**src/design/srh_params.svh**
```systemverilog
// Constants for the split-read and retry bus host.
// Assumes inclusion by the package, the host module, the guest model and the bench.
`ifndef SRH_PARAMS_SVH
`define SRH_PARAMS_SVH
`define SRH_TYPE_IDLE   4'h0
`define SRH_TYPE_READ   4'h1
`define SRH_TYPE_WRITE  4'h2
`define SRH_TYPE_RDRET  4'h3
`define SRH_RETRY_WAIT  5'h10
`define SRH_PEND_TMO    16380
`define SRH_FIFO_DEPTH  4
`define SRH_ST_OK       2'h0
`define SRH_ST_PATH     2'h1
`define SRH_ST_TMO      2'h2
`endif

```
**src/design/srh_pkg.sv**
```systemverilog
// Types for the split-read and retry bus host.
// Assumes the constants header sits beside it.
`include "srh_params.svh"
package srh_pkg;
   typedef enum logic [2:0] {
      ST_IDLE  = 3'h0,
      ST_ADDR  = 3'h1,
      ST_WDAT  = 3'h2,
      ST_RWAIT = 3'h3,
      ST_LOCK  = 3'h4,
      ST_RHDR  = 3'h5,
      ST_RDAT  = 3'h6,
      ST_GUEST = 3'h7
   } srh_state_t;
endpackage : srh_pkg

```
**src/design/srh_host.sv**
```systemverilog
// Bus host for split reads, busy-retry and lock-split on an expansion bus.
// Assumes one bus clock; guests own the pins' far ends; the command queue sits outside.
// How it works
// - host drives pend and return lines, hears acknowledge
// - pend line at guest grant only if acceptable
// - return: strobe plus guest grant, then data
// - strobe and grant drop on last data
// - pend line in I/O read address cycle
// - pended read: save context, end transaction
// - read return data forwarded to inbound queue
// - one outstanding split read; return address ignored
// - no pend line on host reads while read outstanding
// - unexpected read return raises bus error
// - retry refuses; host repeats same transaction later
// - host keeps mastering after a split read
// - lock-split suspends, release resumes host transaction
// - retry ends transaction and frees the bus
// - retry after 16 cycles, guest sequence, return
// - error while waiting drops it, path error for a read
// - split read times out, reports timeout
// - refused command blocks queue head
`timescale 1ns/1ns
`default_nettype none
`include "srh_params.svh"

module srh_fifo #(
   parameter int W = 34,
   parameter int D = 4
) (
   input  wire logic         sys_clk,
   input  wire logic         nrst,
   input  wire logic         in_valid,
   output logic              in_ready,
   input  wire logic [W-1:0] in_data,
   output logic              out_valid,
   input  wire logic         out_ready,
   output logic [W-1:0]      out_data
);
   localparam int AW = $clog2(D);
   if (D < 2 || (1 << AW) != D) $error("fifo depth must be a power of two");
   logic [W-1:0] mem_r [D];
   logic [AW-1:0] wp_r;
   logic [AW-1:0] rp_r;
   logic [AW:0]   cnt_r;
   wire do_wr = in_valid && in_ready;
   wire do_rd = out_valid && out_ready;
   assign in_ready  = (cnt_r != (AW+1)'(D));
   assign out_valid = (cnt_r != '0);
   assign out_data  = mem_r[rp_r];
   always_ff @(posedge sys_clk) if (do_wr) mem_r[wp_r] <= in_data;
   always_ff @(posedge sys_clk or negedge nrst) begin
      if (!nrst) begin
         wp_r  <= '0;
         rp_r  <= '0;
         cnt_r <= '0;
      end else begin
         wp_r  <= wp_r + AW'(do_wr);
         rp_r  <= rp_r + AW'(do_rd);
         cnt_r <= cnt_r + (AW+1)'(do_wr) - (AW+1)'(do_rd);
      end
   end
endmodule : srh_fifo

module srh_host import srh_pkg::*; #(
   parameter int NG       = 4,
   parameter int PEND_TMO = `SRH_PEND_TMO
) (
   input  wire logic          sys_clk,
   input  wire logic          nrst,
   input  wire logic          cmd_valid,
   output logic               cmd_ready,
   input  wire logic          cmd_write,
   input  wire logic [31:0]   cmd_addr,
   input  wire logic [31:0]   cmd_wdata,
   output logic               rsp_valid,
   input  wire logic          rsp_ready,
   output logic [31:0]        rsp_data,
   output logic [1:0]         rsp_status,
   input  wire logic          dma_ret_valid,
   output logic               dma_ret_ready,
   input  wire logic [NG-1:0] dma_ret_guest,
   input  wire logic [31:0]   dma_ret_data,
   input  wire logic          dma_ret_last,
   input  wire logic          pend_ok,
   input  wire logic          hard_err_in,
   output logic               hard_err_log,
   input  wire logic [NG-1:0] guest_req_n,
   output logic [NG-1:0]      guest_grant_n,
   output logic               pend_capable_n,
   output logic               read_return_strobe_n,
   output logic               host_io_txn,
   input  wire logic          pend_ack_n,
   input  wire logic          busy_retry_n,
   input  wire logic          lock_split_n,
   input  wire logic          slave_ack_n,
   output logic               bus_error_n_o,
   output logic               bus_error_oe,
   input  wire logic [3:0]    type_in,
   output logic [3:0]         type_out,
   input  wire logic [31:0]   ad_in,
   output logic [31:0]        ad_out,
   output logic               ad_oe
);
   localparam int TW = 15;
   localparam int SW = NG + 40;
   if (NG < 1 || PEND_TMO < 1 || PEND_TMO >= (1 << TW)) $error("bad parameters");

   // Pins pass two flip-flops before use
   logic [SW-1:0] sync1_r;
   logic [SW-1:0] sync2_r;
   always_ff @(posedge sys_clk or negedge nrst) begin
      if (!nrst) begin
         sync1_r <= '1;
         sync2_r <= '1;
      end else begin
         sync1_r <= {guest_req_n, pend_ack_n, busy_retry_n, lock_split_n, slave_ack_n,
                     type_in, ad_in};
         sync2_r <= sync1_r;
      end
   end
   wire [NG-1:0] s_req_n = sync2_r[SW-1 -: NG];
   wire          s_pack  = !sync2_r[39];
   wire          s_retry = !sync2_r[38];
   wire          s_lock  = !sync2_r[37];
   wire          s_ack   = !sync2_r[36];
   wire [3:0]    s_type  = sync2_r[35:32];
   wire [31:0]   s_ad    = sync2_r[31:0];

   function automatic logic [NG-1:0] first_req(input logic [NG-1:0] req);
      logic [NG-1:0] one;
      one = '0;
      for (int i = NG - 1; i >= 0; i--) if (req[i]) one = NG'(1) << i;
      return one;
   endfunction : first_req

   srh_state_t     state_r;
   srh_state_t     state_nxt;
   srh_state_t     lock_ret_r;
   logic [NG-1:0]  gnt_r;
   logic           cur_read_r;
   logic [31:0]    cur_addr_r;
   logic [31:0]    cur_wdata_r;
   logic           pend_en_r;
   logic           pend_ok_r;
   logic           pend_out_r;
   logic [TW-1:0]  tmo_r;
   logic           held_r;
   logic [4:0]     rwait_r;
   logic           seq_done_r;
   logic           ret_done_r;
   logic           rr_data_r;
   logic           err_r;
   logic           fifo_space;

   // Termination decided in the cycle the line is seen
   wire in_txn    = (state_r == ST_RWAIT) || (state_r == ST_WDAT);
   wire do_lock   = in_txn && s_lock;
   wire do_retry  = in_txn && !s_lock && s_retry;
   wire do_pend   = (state_r == ST_RWAIT) && !s_lock && !s_retry && s_pack;
   wire do_ack    = in_txn && !s_lock && !s_retry && !s_pack && s_ack;
   wire push_rd   = do_ack && cur_read_r;
   wire rr_addr   = (state_r == ST_GUEST) && (s_type == `SRH_TYPE_RDRET);
   wire push_rr   = rr_data_r && pend_out_r;
   wire drop      = held_r && (hard_err_in || err_r) && (state_r == ST_IDLE) && !push_rr;
   wire push_drop = drop && cur_read_r;
   wire tmo_hit   = pend_out_r && (tmo_r == '0);
   wire push_tmo  = tmo_hit && !push_rd && !push_rr && !push_drop && fifo_space;
   wire pend_free = !pend_out_r || push_tmo || push_rr;
   wire retry_go  = held_r && !dma_ret_valid &&
                    (rwait_r == `SRH_RETRY_WAIT || seq_done_r || ret_done_r);
   wire issue     = (state_r == ST_IDLE) && !drop && !dma_ret_valid && fifo_space &&
                    (held_r ? retry_go : cmd_valid);
   wire guest_go  = (state_r == ST_IDLE) && !drop && !dma_ret_valid && !issue &&
                    fifo_space && (s_req_n != '1);

   assign cmd_ready = do_ack || do_pend || drop;

   always_comb begin
      state_nxt = state_r;
      case (state_r)
         ST_IDLE:  begin
            if (!drop && dma_ret_valid) state_nxt = ST_RHDR;
            else if (issue) state_nxt = ST_ADDR;
            else if (guest_go) state_nxt = ST_GUEST;
         end
         ST_ADDR:  state_nxt = cur_read_r ? ST_RWAIT : ST_WDAT;
         ST_WDAT, ST_RWAIT: begin
            if (do_lock) state_nxt = ST_LOCK;
            else if (do_retry || do_pend || do_ack) state_nxt = ST_IDLE;
         end
         ST_LOCK:  if (!s_lock) state_nxt = lock_ret_r;
         ST_RHDR:  state_nxt = ST_RDAT;
         ST_RDAT:  if (dma_ret_last) state_nxt = ST_IDLE;
         ST_GUEST: if ((s_req_n & gnt_r) != '0) state_nxt = ST_IDLE;
         default:  state_nxt = ST_IDLE;
      endcase
   end

   always_ff @(posedge sys_clk or negedge nrst) begin
      if (!nrst) state_r <= ST_IDLE;
      else state_r <= state_nxt;
   end

   always_ff @(posedge sys_clk or negedge nrst) begin
      if (!nrst) begin
         lock_ret_r  <= ST_IDLE;
         gnt_r       <= '0;
         cur_read_r  <= 1'b0;
         cur_addr_r  <= 32'h0000_0000;
         cur_wdata_r <= 32'h0000_0000;
         pend_en_r   <= 1'b0;
         pend_ok_r   <= 1'b0;
      end else begin
         if (do_lock) lock_ret_r <= state_r;
         if (!drop && dma_ret_valid && state_r == ST_IDLE) gnt_r <= dma_ret_guest;
         else if (guest_go) gnt_r <= first_req(~s_req_n);
         if (guest_go) pend_ok_r <= pend_ok;
         if (issue && !held_r) begin
            cur_read_r  <= !cmd_write;
            cur_addr_r  <= cmd_addr;
            cur_wdata_r <= cmd_wdata;
         end
         if (issue) pend_en_r <= (held_r ? cur_read_r : !cmd_write) && pend_free;
      end
   end

   // Split read book-keeping: one outstanding, no guest identity kept
   always_ff @(posedge sys_clk or negedge nrst) begin
      if (!nrst) begin
         pend_out_r <= 1'b0;
         tmo_r      <= '0;
         rr_data_r  <= 1'b0;
         err_r      <= 1'b0;
      end else begin
         rr_data_r <= rr_addr;
         err_r     <= rr_addr && !pend_out_r;
         if (do_pend) begin
            pend_out_r <= 1'b1;
            tmo_r      <= TW'(PEND_TMO);
         end else if (push_rr || push_tmo) pend_out_r <= 1'b0;
         else if (pend_out_r && tmo_r != '0) tmo_r <= tmo_r - TW'(1);
      end
   end

   // Refused transaction waits at queue head
   always_ff @(posedge sys_clk or negedge nrst) begin
      if (!nrst) begin
         held_r     <= 1'b0;
         rwait_r    <= 5'h00;
         seq_done_r <= 1'b0;
         ret_done_r <= 1'b0;
      end else begin
         if (do_retry) begin
            held_r     <= 1'b1;
            rwait_r    <= 5'h00;
            seq_done_r <= 1'b0;
            ret_done_r <= 1'b0;
         end else if (do_ack || do_pend || drop) held_r <= 1'b0;
         else if (held_r) begin
            if (rwait_r != `SRH_RETRY_WAIT) rwait_r <= rwait_r + 5'h01;
            if (state_r == ST_GUEST && state_nxt == ST_IDLE) seq_done_r <= 1'b1;
            if (state_r == ST_RDAT && dma_ret_last) ret_done_r <= 1'b1;
         end
      end
   end

   // Pin outputs
   wire ret_hold = (state_r == ST_RHDR) || (state_r == ST_RDAT && !dma_ret_last);
   assign guest_grant_n = ((state_r == ST_GUEST) || ret_hold) ? ~gnt_r : '1;
   assign read_return_strobe_n = !ret_hold;
   assign pend_capable_n = !(((state_r == ST_GUEST) && pend_ok_r) ||
                             ((state_r == ST_ADDR) && pend_en_r));
   assign host_io_txn   = (state_r == ST_ADDR);
   assign type_out      = (state_r != ST_ADDR) ? `SRH_TYPE_IDLE :
                          cur_read_r ? `SRH_TYPE_READ : `SRH_TYPE_WRITE;
   assign ad_oe         = (state_r == ST_ADDR) || (state_r == ST_WDAT) || (state_r == ST_RDAT);
   assign ad_out        = (state_r == ST_ADDR) ? cur_addr_r :
                          (state_r == ST_WDAT) ? cur_wdata_r : dma_ret_data;
   assign dma_ret_ready = (state_r == ST_RDAT);
   assign bus_error_n_o = 1'b0;
   assign bus_error_oe  = err_r;
   assign hard_err_log  = err_r;

   // Inbound responses
   wire        f_push = push_rd || push_rr || push_drop || push_tmo;
   wire [1:0]  f_st   = push_drop ? `SRH_ST_PATH : push_tmo ? `SRH_ST_TMO : `SRH_ST_OK;
   wire [31:0] f_dat  = (push_rd || push_rr) ? s_ad : 32'h0000_0000;
   srh_fifo #(.W(34), .D(`SRH_FIFO_DEPTH)) u_rsp_fifo (
      .sys_clk   (sys_clk),
      .nrst      (nrst),
      .in_valid  (f_push),
      .in_ready  (fifo_space),
      .in_data   ({f_st, f_dat}),
      .out_valid (rsp_valid),
      .out_ready (rsp_ready),
      .out_data  ({rsp_status, rsp_data})
   );
endmodule : srh_host
`default_nettype wire

```
**config.mk**
```make
export PLATFORM = sky130hd
export DESIGN_NAME = srh_host
export DESIGN_NICKNAME = d
export VERILOG_FILES = /design/src/design/srh_pkg.sv /design/src/design/srh_host.sv
export VERILOG_INCLUDE_DIRS = /design/src /design/src/design
export SDC_FILE = /design/constraint.sdc
export NUM_CORES = 1
export LEC_CHECK = 0
export BUFFER_PORTS_ARGS = -buffer_cell sky130_fd_sc_hd__buf_2
export CORE_ASPECT_RATIO = 2
export CORE_MARGIN = 10
export CORE_UTILIZATION = 46
export DETAILED_ROUTE_END_ITERATION = 7
export PLACE_DENSITY = 0.7
export SLEW_MARGIN = 20
export SYNTH_ARGS = -nofsm -noshare
export SYNTH_HDL_FRONTEND = slang
export SYNTH_HIERARCHICAL = 1
export SYNTH_SLANG_ARGS = --single-unit
```
**constraint.sdc**
```tcl
create_clock -name sys_clk -period 5.43 [get_ports sys_clk]
set_input_delay 0.2715 -clock sys_clk [delete_from_list [all_inputs] [get_ports sys_clk]]
set_output_delay 0.2715 -clock sys_clk [all_outputs]
set_load 0.01 [all_outputs]
```
# After elaboration in Yosys (flattened, before gate mapping)
# Memories as Yosys holds them, arrays and structs flattened.
# Cells that the tools add are included.
# op_classes
add_sub_neg	6
n_mul	0
div	0
magnitude_cmp	0
eq_ne	15
n_shift	0
mux	47
bitwise_logic	3
reduce_logical	97
# ops
op	n
$mux W32	3
$mux W15	3
$logic_and A1 B1 Y1	43
$mux W4	7
$mux W3	8
$pmux W3 S7	1
$mux W5	4
$logic_or A1 B1 Y1	19
$mux W1	17
$logic_not A1 Y1	16
$reduce_bool A2 Y1	8
$logic_not A15 Y1	1
$reduce_bool A15 Y1	1
$sub A15 B1 Y15 const B	1
$eq A3 B3 Y1 const B	4
$reduce_and A3 Y1	3
$mux W2	4
$not A4 Y4	2
$eq A3 B2 Y1 const B	2
$logic_not A3 Y1	2
$add A5 B1 Y5 const B	1
$eq A5 B5 Y1 const B	1
$ne A5 B5 Y1 const B	1
$add A2 B1 Y2	2
other kinds (14)	14
# word_totals
reg_bits	198
latchBits	0
ramBits	136
rom_bits	0
out_inout_bits	84
elab_cells	190
n_memories	1
# memory_table
name	depth	width	rd	rd_clocked_by_memory_dff	write_ports	line_no	rtl
u_rsp_fifo.mem_r	4	34	1	0	1	srh_host.sv:41	logic [W-1:0] mem_r [D];

# Logic depth before layout (Yosys ltp)
# Gate-level depths: netlist of run 1.
# depth
ltp_word	23
mapped_depth	13
depth_no_buf	12

# Hierarchy
# Netlist of run 1, hierarchy kept.
# by_module_without_submodules
mod	instances	cells_each	area_per_inst_um2	seq_area_each_um2
srh_host	1	623	7920.1	4889.7
srh_fifo	1	210	5370.2	4259.1

# Worst setup path before layout of run 1
# OpenSTA, ideal clock, no wires.
# synth_timing
path_type	register to register
start	register tmo_r[11]
end	memory u_rsp_fifo.mem_r[0][0], enable pin
setup_ns	0.522
arrival_ns	5.466
required_ns	4.908
setup_slack_ns	-0.558
stages_incl_launch_ff	7
synth_period_minus_slack_ns	5.988
path_cell_list	dfrtp_1 -> or4_4 -> and4b_2 -> buf_8 -> a21oi_1 -> o21ai_0 -> nor4b_1
# synth_via
elab_chain_len	10
# synth_rtl
element	line_no	rtl
start: declaration	srh_host.sv:146	logic [TW-1:0] tmo_r;
start signal: assignment	srh_host.sv:239	tmo_r <= TW'(PEND_TMO);
start signal: assignment	srh_host.sv:241	else if (pend_out_r && tmo_r != '0) tmo_r <= tmo_r - TW'(1);
$logic_not A15 Y1	srh_host.sv:166	wire tmo_hit = pend_out_r && (tmo_r == '0);
$logic_and A1 B1 Y1	srh_host.sv:166	
$logic_and A1 B1 Y1 (4 in series)	srh_host.sv:167	wire push_tmo = tmo_hit && !push_rd && !push_rr && !push_drop && fifo_space;
$logic_or A1 B1 Y1	srh_host.sv:285	wire f_push = push_rd || push_rr || push_drop || push_tmo;
net f_push	srh_host.sv:285	
$logic_and A1 B1 Y1	srh_host.sv:45	wire do_wr = in_valid && in_ready;
$mux W1	srh_host.sv:50	always_ff @(posedge sys_clk) if (do_wr) mem_r[wp_r] <= in_data;
$mux W1 (implied by the code)	srh_host.sv:50	
end: declaration	srh_host.sv:41	
# The timed path passes the listed nets, and every way through them passes these cells.

# Final worst setup path of run 1
# layout_timing
start	register tmo_r[0]
end	memory u_rsp_fifo.mem_r[3][3], enable pin
# The elaborated chain is that of the path after synthesis.

==> results of run 1 <==
-- final timing paths --
path | endpoint | slack (ns)
hold / removal | u_rsp_fifo/rp_r[1] | 0.07
setup reg to reg | u_rsp_fifo/mem_r[3][3] | 1.62
setup / recovery | u_rsp_fifo/mem_r[3][3] | 1.62
hold reg to reg | sync2_r[42] | 0.35
max in group asynchronous | cur_addr_r[4] | 4.07
min in group asynchronous | sync2_r[40] | 0.38
-- worst max-delay path: stages (launching register included) --
cell     delay (ns)
dfrtp_1        0.40
inv_1          0.07
ha_1           0.18
nor4b_1        0.48
and4b_2        0.53
a21oi_1        0.11
o21ai_0        0.66
and4b_2        0.97
-- metal layers --
metal / GRT usage, % / routed length [um] / vias to the layer above
met5: 0 / 0 / -
met4: 6.91 / 1080 / 0
met3: 3.77 / 1850 / 64
met2: 29.2 / 16400 / 251
met1: 17.2 / 10800 / 4040
li1: - / - / 3757
-- kinds of logic after synthesis --
group | Yosys count
other cells | 1
buf+inv | 55
mux | 133
xor+xnor | 21
fa+ha+maj | 6
simple gates | 206
flops | 334
compound gates | 77
-- area by class of cell --
| type | count | area [um^2] | share of cell area [%] |
|---|---|---|---|
| sequential | 334 | 9150 | 53.5 |
| timing repair buffer | 358 | 2440 | 14.2 |
| clock buffer | 37 | 787 | 4.60 |
| tap | 360 | 450 | 2.63 |
| inverter | 14 | 52.6 | 0.307 |
| multi-input combinational | 446 | 3890 | 22.8 |
| clock inverter | 19 | 334 | 1.95 |
| antenna | 2 | 5.00 | 0.0293 |
-- sequential cells by signal, summed over array words and instances, names as in the netlist, 2 cells and up --
signal and cells:
cur_addr_r 32, cur_wdata_r 32, gnt_r 4, lock_ret_r 3, rwait_r 5, state_r 3, sync1_r 44, sync2_r 44
tmo_r 15, u_rsp_fifo/cnt_r 3, u_rsp_fifo/mem_r 136, u_rsp_fifo/rp_r 2, u_rsp_fifo/wp_r 2
-- cells in the final DEF, fill, tap and decap left out, types with 4 or more instances in the layout --
cell type | netlist | layout
buf_2 | 12 | 232
edfxtp_1 | 136 | 136
dlygate4sd3_1 | 0 | 116
dfrtp_1 | 110 | 108
dfstp_2 | 88 | 88
nand2_1 | 63 | 63
mux2_2 | 49 | 49
nor2b_1 | 37 | 37
o21ai_0 | 37 | 37
mux2i_1 | 33 | 33
clkbuf_16 | 0 | 30
mux4_2 | 28 | 28
nor2_1 | 24 | 24
xnor2_1 | 18 | 18
mux2_1 | 17 | 17
inv_1 | 14 | 14
nor4_1 | 9 | 9
nor3_1 | 9 | 9
bufinv_16 | 0 | 9
a21oi_1 | 8 | 8
nand2b_1 | 7 | 7
nand3_1 | 7 | 7
buf_4 | 9 | 7
clkbuf_1 | 14 | 6
mux4_1 | 6 | 6
nand4_1 | 5 | 5
ha_1 | 5 | 5
clkinv_1 | 0 | 5
and3_1 | 4 | 4
or3_1 | 4 | 4
nor4b_1 | 5 | 4
-- power breakdown --
group / leakage [nW] / internal [W] / switching (W)
logic: 2.76 / 0.00113 / 0.00110
clock network: 0.536 / 0.00146 / 0.000912
registers: 3.46 / 0.00311 / 0.000400
total: 6.75 / 0.00570 / 0.00242
-- per-stage QoR --
stage | total power (W) | cell area, um^2 | std cells | setup slack, ns | hold WS, ns
floorplan | 0.00502 | 13300 | 835 | 0.976 | -0.0241
global placement | 0.00569 | 14800 | 1395 | 1.76 | 0.345
detailed placement | 0.00576 | 14800 | 1395 | 1.66 | 0.347
CTS | 0.00823 | 17100 | 1567 | 1.62 | 0.0392
global route | 0.00857 | 17100 | 1569 | 1.36 | 0.0890
finish | 0.00812 | 17100 | 1570 | 1.62 | 0.0697
==> impl_metrics.json, run 1 <==
{
  "status": "complete, no violations",
  "die_area_um2": 36500,
  "vias": 8112,
  "tns_ns": 0,
  "viasPerCell": 5.17,
  "fin_crit_ns": 3.81,
  "ir_drop_uv": 363,
  "synthAdderAreaFrac_pct": 0.621,
  "grt_pass1_wl_mm": 47.8,
  "hold_path.class": "primary input to flip-flop",
  "end_kind": "flip-flop",
  "clkLatencyLatePin_ns": 0.57,
  "drive_above_1_share_pct": 39.8,
  "worstReg2RegStart": "tmo_r[0]",
  "synth_ff_type": "edfxtp_1",
  "max-slew-margin-rel_pct": 37.4,
  "finalHoldViolCount": 0,
  "synth_edf_count": 136,
  "setup_viol": 0,
  "critPathRequiredTime_ns": 5.61,
  "path_max_fanout": 34,
  "yosysTopAreaCellShare_pct": 30.7,
  "syn_to_final_growth_pct": 28.7,
  "cts_setup_buffers": 0,
  "hpwl_mm": 20.0,
  "synthSimpleGateAreaFrac_pct": 8.80,
  "cts_buffers": 30,
  "grt_pass1_vias": 8903,
  "num_io_pins": 237,
  "wirelength_mm": 30.1,
  "drt_iter0_drc": 390,
  "power.density_nw_per_um2": 475,
  "dr.pass1.iters": 4,
  "skew_ns": 0.0191,
  "synth_compound_area_share_pct": 3.83,
  "ys_ff_latch": 334,
  "grt.total_usage_pct": 16.0,
  "coreArea_um2": 28700,
  "die_y_um": 260,
  "cts_resized": 0,
  "synth_top_area_cell": "edfxtp_1",
  "wl_per_cell_um": 19.2,
  "nFillCells": 2156,
  "antenna_found_initial": 3,
  "synth_most_common_cell": "edfxtp_1",
  "fin_util_pct": 59.5,
  "numClockSinks": 334,
  "synth_mux_area_share_pct": 14.0,
  "holdPathStages": 3,
  "netlist_area_um2": 13300,
  "synth_warnings": 6,
  "final_nets": 1343,
  "grt_overflow": 0,
  "reg2regPathDepth": 7,
  "max_freq_mhz": 262,
  "synth_top_family_by_area": "multiplexers",
  "p_leak_nw": 6.75,
  "final_max_slew_viol_count": 0,
  "max_cap_violations": 0,
  "drtAntennaViolNets": 0,
  "cts-htree-levels": 1,
  "avgSynthCellArea_um2": 16.0,
  "postCtsHoldBufs": 116,
  "synth_area_leaders": "edfxtp_1 (31%), dfrtp_1 (21%), dfstp_2 (17%), mux4_2 (4.7%), mux2_2 (4.2%)",
  "root_buffer": "clkbuf_16",
  "hp-start": "rsp_ready",
  "async_flop_share_pct": 59.3,
  "synth.top_cells.by_count": "edfxtp_1 (136), dfrtp_1 (110), dfstp_2 (88)",
  "worstSetupStartpointType": "flip-flop",
  "place.gp.congestion": 0.839,
  "die_x_um": 140,
  "tightest_slew_ns": 0.938,
  "clk_pin_slew_ns": 0.07,
  "synth_xor_area_share_pct": 1.38,
  "finalCritPeriodShare_pct": 70.2,
  "rsz0062_at_grt": "false",
  "synth.distinct_cells": 79,
  "cts_tree": "built",
  "grt_max_degree": 167,
  "path_class": "flip-flop to flip-flop",
  "drcViolationCount": 0,
  "crit_arrival_ns": 3.99,
  "rows": 88,
  "io_buffers": 233,
  "syn_inst": 833,
  "ctsLongestPathBuffers": 3,
  "initial_utilization_pct": 46.2,
  "ys_seq_area_share_pct": 68.8,
  "crit_start": "tmo_r[0]"
}
Power figures use the tool's default switching activity.
==> inputs of run 2 (changes only) <==
==> constraint.sdc (replaced) <==
create_clock -name sys_clk -period 3.1 [get_ports sys_clk]
set_input_delay 0.155 -clock sys_clk [delete_from_list [all_inputs] [get_ports sys_clk]]
set_output_delay 0.155 -clock sys_clk [all_outputs]
set_load 0.01 [all_outputs]
==> run 2 against run 1 <==
  * Critical endpoint is now ad_out[3]
  * Clock power increased by 58%
  * Routed wire length is 0.49% higher
  * Setup slack worse by 1.4 ns
==> impl_metrics.json, run 2 (synthesis gave the netlist of run 1 again) <==
{
  "ir_drop_uv": 567,
  "cts_setup_buffers": 0,
  "drtAntennaViolNets": 0,
  "die_area_um2": 36500,
  "grt_pass1_wl_mm": 48.3,
  "ctsLongestPathBuffers": 3,
  "worstSetupStartpointType": "flip-flop",
  "tightest_slew_ns": 0.889,
  "cts_buffers": 30,
  "final_nets": 1358,
  "syn_to_final_growth_pct": 29.5,
  "cts-htree-levels": 1,
  "max_freq_mhz": 352,
  "hp-start": "dma_ret_valid",
  "viasPerCell": 5.12,
  "hpwl_mm": 20.6,
  "num_io_pins": 237,
  "antenna_found_initial": 2,
  "crit_family": "simple AND/OR/NAND/NOR gates",
  "cts_tree": "built",
  "cp.depth": 6,
  "crit_end": "ad_out[3]",
  "die_x_um": 140,
  "r2r-end": "u_rsp_fifo/cnt_r[2]",
  "path_class": "flip-flop to primary output",
  "grt_max_degree": 84,
  "largest_reg_flops": 136,
  "finalCritPeriodShare_pct": 91.7,
  "grt_overflow": 0,
  "worstReg2RegStart": "tmo_r[13]",
  "status": "complete, no violations",
  "skew_ns": 0.0239,
  "wl_per_cell_um": 19.1,
  "crit_start": "state_r[0]",
  "p_leak_nw": 6.82,
  "critPathRequiredTime_ns": 2.94,
  "root_buffer": "clkbuf_16",
  "path_max_fanout": 30,
  "max-slew-margin-rel_pct": 40.7,
  "finalHoldViolCount": 0,
  "rows": 88,
  "reg_top3": "u_rsp_fifo/mem_r x136, sync1_r x44, sync2_r x44",
  "final_cell_mix": "buf_2 (232), edfxtp_1 (136), dlygate4sd3_1 (117), dfrtp_1 (108), dfstp_2 (88)",
  "drt_iter0_drc": 329,
  "final-instance-count-excl-fill": 1586,
  "vias": 8125,
  "wirelength_mm": 30.3,
  "drive_above_1_share_pct": 40.9,
  "final_max_slew_viol_count": 0,
  "grt_pass1_vias": 9055,
  "rsz0062_at_grt": "false",
  "dr.pass1.iters": 4,
  "crit_chain": "nor2b_1 -> and2_2 -> buf_4 -> nand2_1 -> o21ai_0 -> buf_2",
  "dp.cells": 1409,
  "clkLatencyLatePin_ns": 0.56,
  "fin_util_pct": 59.9,
  "numClockSinks": 334,
  "power.density_nw_per_um2": 811,
  "reg2regPathDepth": 10,
  "worst-path-buf-inv": 2,
  "io_buffers": 233,
  "setup_viol": 0,
  "crit_arrival_ns": 2.69,
  "initial_utilization_pct": 46.2,
  "clk_pin_slew_ns": 0.07,
  "end_kind": "primary output",
  "layout_commonest_cell": "buf_2",
  "regMostFlops": "u_rsp_fifo/mem_r",
  "hold_path.class": "primary input to flip-flop",
  "grt.total_usage_pct": 16.3,
  "die_y_um": 260,
  "place.gp.congestion": 0.839,
  "max_cap_violations": 0,
  "drcViolationCount": 0,
  "slowest_stage": "dfrtp_1",
  "coreArea_um2": 28700,
  "slowest_delay_ns": 0.55,
  "fin_crit_ns": 2.84,
  "ff2ff_setup_slack_ns": 0.36
}
[run 2: cell count changes in the layout (fill, tap and decap cells not counted), moves of 2 or more]
cell / change
buf_12: +7
buf_4: +7
bufinv_16: -7
clkbuf_1: +2
clkbuf_2: +2
clkbuf_8: +7
clkinv_1: -5
clkinv_2: +3
[run 2: per-stage QoR]
stage	hold WS, ns	worst slack [ns]	cell area (um^2)	setup TNS [ns]	power, W
final	0.0793	0.257	17200	0	0.0140
after global routing	0.0946	0.0508	17200	0	0.0148
after CTS	0.0486	0.220	17200	0	0.0141
after detailed placement	0.246	0.370	15000	0	0.0102
after global placement	0.243	0.475	15000	0	0.0101
after floorplan	-0.141	-0.222	13400	-21.88	0.00882
[run 2: where the power goes]
group	internal, W	switching (W)	total (W)
Sequential	0.00545	0.000710	0.00616
Combinational	0.00208	0.00197	0.00405
Clock	0.00221	0.00154	0.00374
Total	0.00974	0.00422	0.0140
[run 2: tightest hold or removal path, delay by kind of cell]
kind / cells / cell delay, ns
AOI/OAI and AO/OA: 2 / 0.30
buffers and inverters: 1 / 0.15
[run 2: layout make-up]
type / instances / area (um^2)
diodes: 3 / 7.51
repair buffers: 373 / 2640
inverters: 14 / 52.6
clock inverters: 6 / 80.1
clock buffers: 50 / 933
flip-flops and latches: 334 / 9150
well taps: 360 / 450
multi-input cells: 446 / 3900
fillers: 2137 / 11500
[run 2: worst min path at each step]
stage / end / cells past startpoint
5_1_grt: pend_en_r / 4
4_1_cts: pend_en_r / 4
3_3_place_gp: lock_ret_r[1] / 1
6_report: state_r[0] / 3
2_1_floorplan: bus_error_oe / 0
3_5_place_dp: gnt_r[1] / 1
[run 2: what timing repair did]
item                                   4_1_cts  5_1_grt
endpoints found under the hold margin      161        0
gates resized for setup                      0        0
hold buffers                               117        0
[run 2: metal layers]
layer	vias up	wire length [um]	GRT usage (%)	part of all wire, %
li1	3790	-	-	-
met1	4079	10900	17.4	36
met2	215	17100	30.4	56
met3	41	1560	3.48	5.1
met4	0	767	6.28	2.5
met5	-	0	0	0
